File: src/verilog/usb_flags_defs.svh
// Register offsets, field positions, reset values and timing counts of the USB flag block
`ifndef USB_FLAGS_DEFS_SVH
`define USB_FLAGS_DEFS_SVH

// ----------------------------------------------------------------
// Register byte offsets
// ----------------------------------------------------------------
`define OFS_IRQ_MASK 8'h00
`define OFS_IRQ_STATUS 8'h04
`define OFS_IRQ_CLEAR 8'h08
`define OFS_EP_RESET 8'h0C
`define OFS_EP_CSR_BASE 8'h10
`define OFS_EP_CSR_STEP 8'h04

// ----------------------------------------------------------------
// Sizes and fields
// ----------------------------------------------------------------
`define NUM_EP 6
`define ADDR_W 8
`define CNT_W 11
`define IRQ_W 14
`define EVT_LO 8
`define BIT_SUSPEND 8
`define BIT_RESUME 9
`define BIT_EXT_RESUME 10
`define BIT_FRAME_START 11
`define BIT_BUS_RESET_DONE 12
`define BIT_WAKEUP 13
`define CSR_TX_COMPLETE 0
`define CSR_BANK0 1
`define CSR_SETUP 2
`define CSR_STALL_ACK 3
`define CSR_TX_READY 4
`define CSR_BANK1 6
`define CSR_TOGGLE 11
`define CSR_CNT_LO 16
`define MASK_RESET 14'h0200
`define MASK_ALWAYS 14'h1000

// ----------------------------------------------------------------
// Timing
// ----------------------------------------------------------------
`define CLK_KHZ 200000
`define SUSPEND_IDLE_MS 3
`define SUSPEND_IDLE_CYCLES (`SUSPEND_IDLE_MS * `CLK_KHZ)
`define IDLE_CNT_W 20

`endif

File: src/verilog/usb_flags_pkg.sv
// Types shared by the USB flag block modules
`include "usb_flags_defs.svh"

package usb_flags_pkg;

  typedef struct packed {
    logic tx_complete;
    logic bank0;
    logic setup;
    logic stall_ack;
    logic tx_ready;
    logic bank1;
    logic toggle;
    logic [`CNT_W-1:0] count;
  } ep_flags_t;

  typedef struct packed {
    logic pready_reg;
    logic pslverr_reg;
    logic [31:0] prdata_reg;
  } apb_state_t;

endpackage

File: src/verilog/reg_if.sv
// Register access carrier between the bus front end and the register owners
`timescale 1ns/1ps
`include "usb_flags_defs.svh"

interface reg_if;
  logic wr;
  logic [`ADDR_W-1:0] addr;
  logic [31:0] wdata;
  logic [31:0] rdata;
  logic err;

  modport bus_side (output wr, output addr, output wdata, input rdata, input err);
  modport reg_side (input wr, input addr, input wdata, output rdata, output err);
  modport watch (input wr, input addr, input wdata);
endinterface

File: src/verilog/apb_front.sv
// APB slave front end with one wait state
`timescale 1ns/1ps
`include "usb_flags_defs.svh"

module apb_front (
  // Clock and reset
  input wire logic clk,
  input wire logic rst_n,
  // APB
  input wire logic psel,
  input wire logic penable,
  input wire logic pwrite,
  input wire logic [`ADDR_W-1:0] paddr,
  input wire logic [31:0] pwdata,
  output logic pready,
  output logic pslverr,
  output logic [31:0] prdata,
  // Register side
  reg_if.bus_side regs
);

  usb_flags_pkg::apb_state_t st_reg;
  usb_flags_pkg::apb_state_t st_next;

  // Write lands on the very edge that samples pready high
  assign regs.wr = psel & penable & pwrite & st_reg.pready_reg;
  assign regs.addr = paddr;
  assign regs.wdata = pwdata;
  assign pready = st_reg.pready_reg;
  assign pslverr = st_reg.pslverr_reg;
  assign prdata = st_reg.prdata_reg;

  always_comb begin
    st_next = st_reg;
    st_next.pready_reg = 1'b0;
    st_next.pslverr_reg = 1'b0;
    if (psel && penable && !st_reg.pready_reg) begin
      st_next.pready_reg = 1'b1;
      st_next.pslverr_reg = regs.err;
      st_next.prdata_reg = pwrite ? 32'h0 : regs.rdata;
    end
  end

  always_ff @(posedge clk or negedge rst_n) begin
    if (!rst_n) begin
      st_reg <= '0;
    end else begin
      st_reg <= st_next;
    end
  end

endmodule

File: src/verilog/ep_flags.sv
// Per-endpoint control and status flags, byte count and data toggle
`timescale 1ns/1ps
`include "usb_flags_defs.svh"

module ep_flags (
  // Clock and reset
  input wire logic clk,
  input wire logic rst_n,
  // Register writes
  reg_if.watch regs,
  // USB side events, one bit per endpoint, and the shared receive byte count
  input wire logic [`NUM_EP-1:0] ev_setup,
  input wire logic [`NUM_EP-1:0] ev_bank0,
  input wire logic [`NUM_EP-1:0] ev_bank1,
  input wire logic [`NUM_EP-1:0] ev_tx_ack,
  input wire logic [`NUM_EP-1:0] ev_stall_ack,
  input wire logic [`NUM_EP-1:0] ev_tx_sent,
  input wire logic [`NUM_EP-1:0] ev_toggle,
  input wire logic [`CNT_W-1:0] rx_count,
  // Endpoint resets held by firmware
  input wire logic [`NUM_EP-1:0] ep_rst,
  // Results
  output logic [`NUM_EP-1:0] ep_any,
  output logic [`NUM_EP-1:0] tx_ready,
  output logic [`NUM_EP-1:0] toggle,
  output logic [`NUM_EP*32-1:0] csr_rd
);

  typedef struct packed {
    logic [`NUM_EP-1:0] setup;
    logic [`NUM_EP-1:0] bank0;
    logic [`NUM_EP-1:0] bank1;
    logic [`NUM_EP-1:0] tx_ack;
    logic [`NUM_EP-1:0] stall_ack;
    logic [`NUM_EP-1:0] tx_sent;
    logic [`NUM_EP-1:0] flip;
    logic [`CNT_W-1:0] count;
  } ev_t;

  typedef struct packed {
    ev_t ev;
    usb_flags_pkg::ep_flags_t [`NUM_EP-1:0] ep;
  } ep_state_t;

  ep_state_t st_reg;
  ep_state_t st_next;
  usb_flags_pkg::ep_flags_t ep_nx [`NUM_EP];

  genvar i;
  generate
    for (i = 0; i < `NUM_EP; i++) begin : g_ep
      logic wr_csr;
      logic [31:0] wd;
      usb_flags_pkg::ep_flags_t cur;
      assign cur = st_reg.ep[i];
      assign wd = regs.wdata;
      assign wr_csr = regs.wr &&
        regs.addr == `ADDR_W'(`OFS_EP_CSR_BASE + i * `OFS_EP_CSR_STEP);
      // Writing zero clears a hardware flag, a new event in the same cycle wins
      assign ep_nx[i].tx_complete = st_reg.ev.tx_ack[i] |
        (cur.tx_complete & ~(wr_csr & ~wd[`CSR_TX_COMPLETE]));
      assign ep_nx[i].bank0 = st_reg.ev.bank0[i] |
        (cur.bank0 & ~(wr_csr & ~wd[`CSR_BANK0]));
      assign ep_nx[i].setup = st_reg.ev.setup[i] |
        (cur.setup & ~(wr_csr & ~wd[`CSR_SETUP]));
      assign ep_nx[i].stall_ack = st_reg.ev.stall_ack[i] |
        (cur.stall_ack & ~(wr_csr & ~wd[`CSR_STALL_ACK]));
      assign ep_nx[i].bank1 = st_reg.ev.bank1[i] |
        (cur.bank1 & ~(wr_csr & ~wd[`CSR_BANK1]));
      // Firmware only sets, the device only clears once the packet is sent
      assign ep_nx[i].tx_ready = (cur.tx_ready & ~st_reg.ev.tx_sent[i]) |
        (wr_csr & wd[`CSR_TX_READY]);
      // Endpoint reset returns the toggle to DATA0 and empties the count
      assign ep_nx[i].toggle = ep_rst[i] ? 1'b0 : cur.toggle ^ st_reg.ev.flip[i];
      assign ep_nx[i].count = ep_rst[i] ? '0 :
        (st_reg.ev.bank0[i] | st_reg.ev.bank1[i]) ? st_reg.ev.count : cur.count;
      // Interrupt follows the flags, so only a flag clear can drop it
      assign ep_any[i] = cur.tx_complete | cur.bank0 | cur.bank1 |
        cur.setup | cur.stall_ack;
      assign tx_ready[i] = cur.tx_ready;
      assign toggle[i] = cur.toggle;
      assign csr_rd[i*32 +: 32] = {5'h0,
        (ep_rst[i] ? `CNT_W'(0) : cur.count),
        4'h0, cur.toggle, 4'h0, cur.bank1, 1'b0, cur.tx_ready,
        cur.stall_ack, cur.setup, cur.bank0, cur.tx_complete};
    end
  endgenerate

  always_comb begin
    st_next = st_reg;
    // One register stage between the USB event lines and the flags
    st_next.ev.setup = ev_setup;
    st_next.ev.bank0 = ev_bank0;
    st_next.ev.bank1 = ev_bank1;
    st_next.ev.tx_ack = ev_tx_ack;
    st_next.ev.stall_ack = ev_stall_ack;
    st_next.ev.tx_sent = ev_tx_sent;
    st_next.ev.flip = ev_toggle;
    st_next.ev.count = rx_count;
    for (int k = 0; k < `NUM_EP; k++) begin
      st_next.ep[k] = ep_nx[k];
    end
  end

  always_ff @(posedge clk or negedge rst_n) begin
    if (!rst_n) begin
      st_reg <= '0;
    end else begin
      st_reg <= st_next;
    end
  end

endmodule

File: src/verilog/usb_dev_flags.sv
// USB device interrupt status, clear, mask, endpoint reset and flag block with APB access
//
// Local design decisions: the APB interface to the registers and the address map.
`timescale 1ns/1ps
`include "usb_flags_defs.svh"

module usb_dev_flags #(
  parameter int IDLE_CYCLES = `SUSPEND_IDLE_CYCLES
) (
  // Clock and reset
  input wire logic CLK,
  input wire logic RSTN,
  // APB
  input wire logic PSEL,
  input wire logic PENABLE,
  input wire logic PWRITE,
  input wire logic [`ADDR_W-1:0] PADDR,
  input wire logic [31:0] PWDATA,
  output logic PREADY,
  output logic PSLVERR,
  output logic [31:0] PRDATA,
  // Bus events from the USB port logic
  input wire logic BUS_ACTIVE,
  input wire logic RESUME_DET,
  input wire logic EXT_RESUME_DET,
  input wire logic FRAME_START_DET,
  input wire logic BUS_RESET_DET,
  input wire logic BUS_RESET_END,
  // Endpoint events from the USB port logic
  input wire logic [`NUM_EP-1:0] EP_SETUP_RX,
  input wire logic [`NUM_EP-1:0] EP_BANK0_RX,
  input wire logic [`NUM_EP-1:0] EP_BANK1_RX,
  input wire logic [`NUM_EP-1:0] EP_TX_ACK,
  input wire logic [`NUM_EP-1:0] EP_STALL_ACK,
  input wire logic [`NUM_EP-1:0] EP_TX_SENT,
  input wire logic [`NUM_EP-1:0] EP_TOGGLE_FLIP,
  input wire logic [`CNT_W-1:0] EP_RX_COUNT,
  // Outputs
  output logic IRQ,
  output logic SUSPENDED,
  output logic [`NUM_EP-1:0] EP_FIFO_CLR,
  output logic [`NUM_EP-1:0] EP_TX_READY,
  output logic [`NUM_EP-1:0] EP_DATA_TOGGLE
);

  // ----------------------------------------------------------------
  // State
  // ----------------------------------------------------------------
  typedef struct packed {
    logic [`IRQ_W-1:`EVT_LO] events;
    logic [`IRQ_W-1:0] mask;
    logic [`NUM_EP-1:0] ep_rst;
    logic [`IDLE_CNT_W-1:0] idle_cnt;
    logic suspended;
    logic irq;
    logic active_q;
    logic resume_q;
    logic ext_resume_q;
    logic frame_q;
    logic reset_det_q;
    logic reset_end_q;
  } top_state_t;

  top_state_t st_reg;
  top_state_t st_next;

  reg_if regs ();

  logic [`NUM_EP-1:0] ep_any;
  logic [`NUM_EP*32-1:0] csr_rd;
  logic [`IRQ_W-1:0] status;
  logic [`IRQ_W-1:0] mask_eff;
  logic [`IRQ_W-1:0] clr;
  logic wr_clear;
  logic wr_mask;
  logic wr_rst;

  // ----------------------------------------------------------------
  // Bus front end and endpoint flags
  // ----------------------------------------------------------------
  apb_front u_apb (
    .clk(CLK),
    .rst_n(RSTN),
    .psel(PSEL),
    .penable(PENABLE),
    .pwrite(PWRITE),
    .paddr(PADDR),
    .pwdata(PWDATA),
    .pready(PREADY),
    .pslverr(PSLVERR),
    .prdata(PRDATA),
    .regs(regs.bus_side)
  );

  ep_flags u_ep (
    .clk(CLK),
    .rst_n(RSTN),
    .regs(regs.watch),
    .ev_setup(EP_SETUP_RX),
    .ev_bank0(EP_BANK0_RX),
    .ev_bank1(EP_BANK1_RX),
    .ev_tx_ack(EP_TX_ACK),
    .ev_stall_ack(EP_STALL_ACK),
    .ev_tx_sent(EP_TX_SENT),
    .ev_toggle(EP_TOGGLE_FLIP),
    .rx_count(EP_RX_COUNT),
    .ep_rst(st_reg.ep_rst),
    .ep_any(ep_any),
    .tx_ready(EP_TX_READY),
    .toggle(EP_DATA_TOGGLE),
    .csr_rd(csr_rd)
  );

  // ----------------------------------------------------------------
  // Status view and register decode
  // ----------------------------------------------------------------
  assign status = {st_reg.events, 2'b00, ep_any};
  // The bus reset end source cannot be masked off
  assign mask_eff = st_reg.mask | `MASK_ALWAYS;
  assign wr_clear = regs.wr && regs.addr == `OFS_IRQ_CLEAR;
  assign wr_mask = regs.wr && regs.addr == `OFS_IRQ_MASK;
  assign wr_rst = regs.wr && regs.addr == `OFS_EP_RESET;
  // Only the bus event bits are clearable here, endpoint bits ignore it
  assign clr = wr_clear ? (regs.wdata[`IRQ_W-1:0] & {{(`IRQ_W-`EVT_LO){1'b1}}, 8'h00}) :
    '0;

  always_comb begin
    regs.rdata = 32'h0;
    regs.err = 1'b1;
    unique case (regs.addr)
      `OFS_IRQ_MASK: begin
        regs.rdata = {18'h0, mask_eff};
        regs.err = 1'b0;
      end
      `OFS_IRQ_STATUS: begin
        regs.rdata = {18'h0, status};
        regs.err = 1'b0;
      end
      `OFS_IRQ_CLEAR: begin
        regs.err = 1'b0;
      end
      `OFS_EP_RESET: begin
        regs.rdata = {26'h0, st_reg.ep_rst};
        regs.err = 1'b0;
      end
      default: begin
        for (int k = 0; k < `NUM_EP; k++) begin
          if (regs.addr == `ADDR_W'(`OFS_EP_CSR_BASE + k * `OFS_EP_CSR_STEP)) begin
            regs.rdata = csr_rd[k*32 +: 32];
            regs.err = 1'b0;
          end
        end
      end
    endcase
  end

  // ----------------------------------------------------------------
  // Next state
  // ----------------------------------------------------------------
  always_comb begin
    st_next = st_reg;
    // Event lines are registered once before they touch the status bits
    st_next.active_q = BUS_ACTIVE;
    st_next.resume_q = RESUME_DET;
    st_next.ext_resume_q = EXT_RESUME_DET;
    st_next.frame_q = FRAME_START_DET;
    st_next.reset_det_q = BUS_RESET_DET;
    st_next.reset_end_q = BUS_RESET_END;

    // Clear first, then set, so an event in the clear cycle survives
    st_next.events = st_reg.events & ~clr[`IRQ_W-1:`EVT_LO];
    if (st_reg.resume_q) begin
      st_next.events[`BIT_RESUME] = 1'b1;
    end
    if (st_reg.ext_resume_q) begin
      st_next.events[`BIT_EXT_RESUME] = 1'b1;
    end
    if (st_reg.frame_q) begin
      st_next.events[`BIT_FRAME_START] = 1'b1;
    end
    if (st_reg.reset_end_q) begin
      st_next.events[`BIT_BUS_RESET_DONE] = 1'b1;
    end
    if (st_reg.resume_q || st_reg.reset_det_q) begin
      st_next.events[`BIT_WAKEUP] = 1'b1;
    end

    // Idle timer: saturates and flags suspend once per idle stretch
    if (st_reg.active_q) begin
      st_next.idle_cnt = '0;
      st_next.suspended = 1'b0;
    end else if (st_reg.idle_cnt != `IDLE_CNT_W'(IDLE_CYCLES - 1)) begin
      st_next.idle_cnt = st_reg.idle_cnt + `IDLE_CNT_W'(1);
    end else if (!st_reg.suspended) begin
      st_next.suspended = 1'b1;
      st_next.events[`BIT_SUSPEND] = 1'b1;
    end

    if (wr_mask) begin
      st_next.mask = regs.wdata[`IRQ_W-1:0];
    end
    // Held until firmware writes zero; flags in the endpoint are untouched
    if (wr_rst) begin
      st_next.ep_rst = regs.wdata[`NUM_EP-1:0];
    end

    st_next.irq = |(status & mask_eff);
  end

  // ----------------------------------------------------------------
  // Registers
  // ----------------------------------------------------------------
  always_ff @(posedge CLK or negedge RSTN) begin
    if (!RSTN) begin
      st_reg <= '0;
      st_reg.mask <= `MASK_RESET;
    end else begin
      st_reg <= st_next;
    end
  end

  assign IRQ = st_reg.irq;
  assign SUSPENDED = st_reg.suspended;
  assign EP_FIFO_CLR = st_reg.ep_rst;

endmodule

File: config.mk
export PLATFORM = sky130hd
export DESIGN_NAME = usb_dev_flags
export DESIGN_NICKNAME = d
export VERILOG_FILES = /design/src/verilog/usb_flags_pkg.sv /design/src/verilog/reg_if.sv /design/src/verilog/apb_front.sv /design/src/verilog/ep_flags.sv /design/src/verilog/usb_dev_flags.sv
export VERILOG_INCLUDE_DIRS = /design/src /design/src/verilog
export SDC_FILE = /design/constraint.sdc
export NUM_CORES = 1
export LEC_CHECK = 0
export BUFFER_PORTS_ARGS = -buffer_cell sky130_fd_sc_hd__buf_2
export CAP_MARGIN = 20
export CORE_AREA = 5 5 198 104
export DETAILED_ROUTE_END_ITERATION = 12
export DIE_AREA = 0 0 203 109
export PLACE_DENSITY = 0.79
export REMOVE_ABC_BUFFERS = 1
export SLEW_MARGIN = 20
export SYNTH_ARGS = -nofsm -noshare
export SYNTH_HDL_FRONTEND = slang
export SYNTH_SLANG_ARGS = --single-unit
File: constraint.sdc
create_clock -name CLK -period 2.95 [get_ports CLK]
set_clock_uncertainty 0.15 [all_clocks]
set_input_delay 0.59 -clock CLK [delete_from_list [all_inputs] [get_ports CLK]]
set_output_delay 0.59 -clock CLK [all_outputs]
set_load 0.02 [all_outputs]
==> Word-level counts from Yosys, hierarchy flattened <==
Cells that the tools add are included.
{ "totals": {"reg_bits": 249, "elab_cells": 349, "output_inout_bits": 54} }
{ "classes": {"n_reduce_logical": 23, "bitwise_logic": 191, "n_eq_ne": 11, "addsub": 1, "mux": 52} }
{ "ops": {"columns": ["op", "n"], "rows": [
  ["11-bit two-way mux", 18],
  ["32-bit two-way mux", 6],
  ["32-bit one-hot mux with 4 select lines", 1],
  ["1-bit AND", 75],
  ["1-bit bitwise OR", 66],
  ["1-bit NOT", 41],
  ["34-bit two-way mux", 1],
  ["8-bit by 5-bit equality test with 1-bit output (second input constant)", 4],
  ["27-bit two-way mux", 1],
  ["1-bit two-way mux", 22],
  ["21-bit two-way mux", 1],
  ["20-bit by 1-bit adder with 20-bit output (second input constant)", 1],
  ["20-bit two-way mux", 1],
  ["20-bit != test (second input constant)", 1],
  ["8-bit by 4-bit equality test with 1-bit output (second input constant)", 2],
  ["8-bit by 6-bit equality test with 1-bit output (second input constant)", 2],
  ["14-bit AND", 1],
  ["14-bit two-way mux", 1],
  ["2-bit nonzero test", 7],
  ["14-bit OR reduction", 1],
  ["1-bit logical AND", 11],
  ["8-bit by 3-bit equality test with 1-bit output (second input constant)", 1],
  ["8-bit logical NOT", 1],
  ["6-bit AND", 1],
  ["6 further kinds", 11]
]} }

==> Logic depth before layout (Yosys ltp) <==
{ "depth": {"ltp_word": 10, "depth_mapped": 8, "mapped_depth_nobuf": 6} }

==> Cells and area by module <==
A second synthesis with hierarchy kept.
{ "hier_totals": {"cells_unflattened": 1403, "area_unflattened_um2": 13945.9} }
{ "modules_own_cells": {"columns": ["mod", "area_per_inst_um2", "n_inst", "cells_each", "seq_area_each_um2"], "rows": [
  ["ep_flags", 7418.4, 1, 746, 4028.9],
  ["usb_dev_flags", 4600.7, 1, 509, 1327.5],
  ["apb_front", 1926.8, 1, 148, 850.8]
]} }

==> Worst setup path before layout <==
Ideal clock, no wire load.
{ "synth_path": {"path_kind": "input port to flip-flop", "from": "in PADDR[1]", "to": "reg st_reg, in the netlist mask_eff[10]", "path_stages": 6, "path_buffers": 3, "t_arrival_ps": 2121, "path_slack_ps": 555, "path_cell_list": "buf_2 > or4_1 > buf_2 > nor2_2 > buf_4 > mux2_2"} }
{ "synth_between": {"elab_chain_cells": 2} }
{ "synth_lines": {"columns": ["item", "line_no", "text"], "rows": [
  ["start: declaration", "usb_dev_flags.sv:17", "input wire logic [`ADDR_W-1:0] PADDR,"],
  ["8-bit logical NOT", null, null],
  ["1-bit logical AND (no line)", null, null],
  ["end signal: assignment", "usb_dev_flags.sv:218", "st_reg <= st_next;"],
  ["end: declaration", "usb_dev_flags.sv:64", "top_state_t st_reg;"]
]} }
No other way between the ends.
A chain may end at the register's enable or synchronous reset.

==> Final worst setup path <==
{ "layout_path": {"from": "reg st_reg, in the netlist EP_FIFO_CLR[1]", "to": "out EP_FIFO_CLR[1]"} }
{ "layout_rtl": {"columns": ["item", "line_no", "text"], "rows": [
  ["end: declaration", "usb_dev_flags.sv:41", "output logic [`NUM_EP-1:0] EP_FIFO_CLR,"]
]} }
No word-level cell between the ends.

==> insert_results.sql <==
INSERT INTO impl_metrics (metric_group, metric, value, unit) VALUES
('run_status', 'run_status', 'finished, final reports clean', ''),
('finish', 'layout_common_cells', '240 x sky130_fd_sc_hd__dfrtp_1, 175 x sky130_fd_sc_hd__nand2_1, 131 x sky130_fd_sc_hd__buf_2', ''),
('setup_path', 'cp-start-kind', 'flip-flop', ''),
('global_routing', 'grt_first_pass_wirelength', '44.48', 'mm'),
('finish', 'max_reg_flops', '66', ''),
('setup_path', 'capturing_element_type_of_the_critical_path', 'output port', ''),
('worst_hold_path', 'hp-class', 'input pin to flip-flop', ''),
('finish', 'multi_input_logic_area', '0.004026', 'mm2'),
('logic_synthesis', 'ys_async_sr_fraction', '1.000', ''),
('logic_synthesis', 'synth_enable_flop_cells', '0', ''),
('routing', 'drt-initial-drc-count', '795', ''),
('placement', 'postPlaceCellArea', '0.01144', 'mm2'),
('logic_synthesis', 'syn-cell-area', '0.01046', 'mm2'),
('setup_path', 'critPathArrivalTime', '1650', 'ps'),
('clock_network', 'cts_post_setup_buffers_inserted', '0', ''),
('logic_synthesis', 'yosysSeqAreaShare', '0.5766', ''),
('routing', 'drt-pass1-iter-count', '8', ''),
('floorplan', 'chipHeight', '109', 'um'),
('timing', 'timing.fmax', '417.8', 'MHz'),
('finish', 'drive_above_1_share', '0.2157', ''),
('run', 'cap_viol_max_count', '0', ''),
('floorplan', 'placementRows', '36', ''),
('setup_path', 'timing.critical_path.fanout_max', '21', ''),
('floorplan', 'starting_utilization_of_the_core_area', '0.5543', ''),
('routing', 'drt_wl_total', '28.40', 'mm'),
('floorplan', 'chipWidth', '203', 'um'),
('setup_path', 'timing.critical_path.max_delay_family', 'flip-flops', ''),
('timing', 'timing.final.hold_violations', '0', ''),
('setup_path', 'r2r.worst_path.cells', '5', ''),
('clock_network', 'tritoncts.num_buffers', '21', ''),
('setup_path', 'critPathSlowestCell', 'sky130_fd_sc_hd__dfrtp_1', ''),
('clock_network', 'cts.repair.resized', '0', ''),
('timing', 'worst-slew-pin-transition', '888.7', 'ps'),
('setup_path', 'rr_startpoint', 'u_ep.csr_rd[3]', ''),
('setup_path', 'setup.reg_to_reg.worst_slack', '610', 'ps'),
('pwr', 'ir_drop', '0.3232', 'mV'),
('timing', 'post_layout_minimum_cycle_time', '2393', 'ps'),
('clock_network', 'cts_tree', 'built', ''),
('routing', 'vias', '8210', ''),
('clock_network', 'worst_skew_pair.late_latency', '510', 'ps'),
('floorplan', 'fp.coreArea', '0.01887', 'mm2'),
('global_routing', 'grt_max_degree', '86', ''),
('placement', 'post-place-cells', '1356', ''),
('routing', 'post_drt_wl_per_cell', '20.37', 'um'),
('clock_network', 'cts.hold.buffers_added', '1', ''),
('pwr', 'design_power_total', '0.006644', 'W'),
('setup_path', 'worstPathRequired', '2210', 'ps'),
('setup_path', 'timing.critical_path.depth', '1', ''),
('clock_network', 'clock_sink_count', '241', ''),
('logic_synthesis', 'yosys.cell_types.count', '71', ''),
('finish', 'final_common_cell', 'sky130_fd_sc_hd__dfrtp_1', ''),
('clock_network', 'ctsLongestPathBuffers', '3', ''),
('global_routing', 'antenna_violations_before_repair', '2', ''),
('finish', 'stdcell_count', '1394', ''),
('finish', 'design_area', '0.01212', 'mm2'),
('global_routing', 'global_route.overflow_total', '0', ''),
('setup_path', 'worst_path_largest_cell_delay', '850', 'ps'),
('routing', 'route.antenna.remaining_nets', '0', ''),
('timing', 'unrepaired_setup_endpoints_after_global_routing', 'false', ''),
('finish', 'design.final.nets', '1238', ''),
('timing', 'setup_viol', '0', ''),
('finish', 'final-seq-area', '0.006032', 'mm2'),
('placement', 'portBuffers', '132', ''),
('logic_synthesis', 'synth.yosys.warnings', '0', ''),
('timing', 'timing_max_transition_violations_final', '0', ''),
('finish', 'syn_to_final_growth', '15.82', '%'),
('global_routing', 'groute.usage.overall', '0.2579', ''),
('logic_synthesis', 'syn_area_per_cell', '10.39', 'um2'),
('placement', 'dp.final_hpwl', '20.67', 'mm'),
('finish', 'final.fill_count', '1491', ''),
('clock_network', 'htree_num_levels', '1', '');
## metal layers
layer	track usage	wire length, um	up-vias
li1	-	-	3749
met4	0.04840	437	0
met2	0.3424	11100	401
met3	0.09896	3505	44
met1	0.4020	13350	4016
met5	0	0	-
## synth_stat cells, types with 3 or more instances
master	count	area (um2)
sky130_fd_sc_hd__buf_2	9	45.04
sky130_fd_sc_hd__nor2b_1	7	43.79
sky130_fd_sc_hd__a21oi_1	49	245.2
sky130_fd_sc_hd__or4_1	7	52.55
sky130_fd_sc_hd__mux2_1	3	33.78
sky130_fd_sc_hd__a222oi_1	7	70.07
sky130_fd_sc_hd__buf_4	27	202.7
sky130_fd_sc_hd__a22oi_1	11	82.58
sky130_fd_sc_hd__a21o_1	15	112.6
sky130_fd_sc_hd__nor2_1	34	127.6
sky130_fd_sc_hd__nor2_2	5	31.28
sky130_fd_sc_hd__mux2_2	12	135.1
sky130_fd_sc_hd__mux4_2	3	67.56
sky130_fd_sc_hd__nand2_1	175	656.9
sky130_fd_sc_hd__a31oi_1	4	25.02
sky130_fd_sc_hd__o211ai_1	6	45.04
sky130_fd_sc_hd__o31ai_1	11	82.58
sky130_fd_sc_hd__a221o_1	4	40.04
sky130_fd_sc_hd__nor3b_2	3	37.54
sky130_fd_sc_hd__clkbuf_1	39	146.4
sky130_fd_sc_hd__xor2_1	10	87.58
sky130_fd_sc_hd__inv_1	13	48.80
sky130_fd_sc_hd__nor3_1	11	55.05
sky130_fd_sc_hd__mux2i_1	5	50.05
sky130_fd_sc_hd__o21ai_0	123	615.6
sky130_fd_sc_hd__a32o_1	7	70.07
sky130_fd_sc_hd__a221oi_1	4	35.03
sky130_fd_sc_hd__a311oi_1	4	35.03
sky130_fd_sc_hd__dfrtp_1	240	6006
sky130_fd_sc_hd__o2bb2ai_1	9	78.83
sky130_fd_sc_hd__xnor2_1	12	105.1
sky130_fd_sc_hd__nand2b_1	57	356.6
sky130_fd_sc_hd__nand4_1	6	37.54
sky130_fd_sc_hd__a211oi_1	4	30.03
sky130_fd_sc_hd__nand3_1	18	90.09
sky130_fd_sc_hd__o22ai_1	8	50.05
## power breakdown
part	switching [W]	internal [W]
sequential	0.0000775	0.00339
clock	0.00120	0.00154
combinational	0.000277	0.000159
total	0.00155	0.00509
## logic make-up (layout without fill, tap and decap cells)
kind of cell	count (synthesis)	count (layout)	synth area share
simple gates	357	357	0.1731
fa+ha+maj	1	1	0.001196
compound gates	271	271	0.1585
mux	24	24	0.02882
xor+xnor	22	22	0.01842
other cells	1	9	0.0003585
buf+inv	90	222	0.04306
flops	241	241	0.5766
## cell type report
type | instances | share of cell area
Antenna cell | 2 | 0.0004131
Clock buffer | 28 | 0.04719
Clock inverter | 7 | 0.007332
Inverter | 14 | 0.004337
Multi-Input combinational cell | 682 | 0.3323
Sequential cell | 241 | 0.4978
Tap cell | 247 | 0.02551
Timing Repair Buffer | 173 | 0.08509
## worst min-delay path by stage
| stage | from | end | slack (ps) | depth (start not counted) |
|---|---|---|---|---|
| finish | EP_RX_COUNT[2] | u_ep.st_reg[110] | 30 | 1 |
| global route | EP_RX_COUNT[2] | u_ep.st_reg[110] | 20 | 1 |
| CTS | EP_RX_COUNT[5] | u_ep.st_reg[113] | 20 | 1 |
| detailed placement | st_reg[2] | st_reg[51] | 260 | 1 |
| global placement | u_ep.st_reg[156] | u_ep.csr_rd[34] | 260 | 1 |
| floorplan | RSTN | EP_FIFO_CLR[0] | 140 | 0 |
## per-stage QoR
stage	hold WS [ps]	worst slack [ps]	util
floorplan	144.4	433.6	-
detailed placement	264.0	226.6	0.6062
global route	17.22	410.5	0.6420
CTS	18.67	516.6	0.6417
finish	32.46	556.7	0.6420
global placement	263.6	315.2	0.6062
No activity file was read; power rests on OpenSTA's default activity.
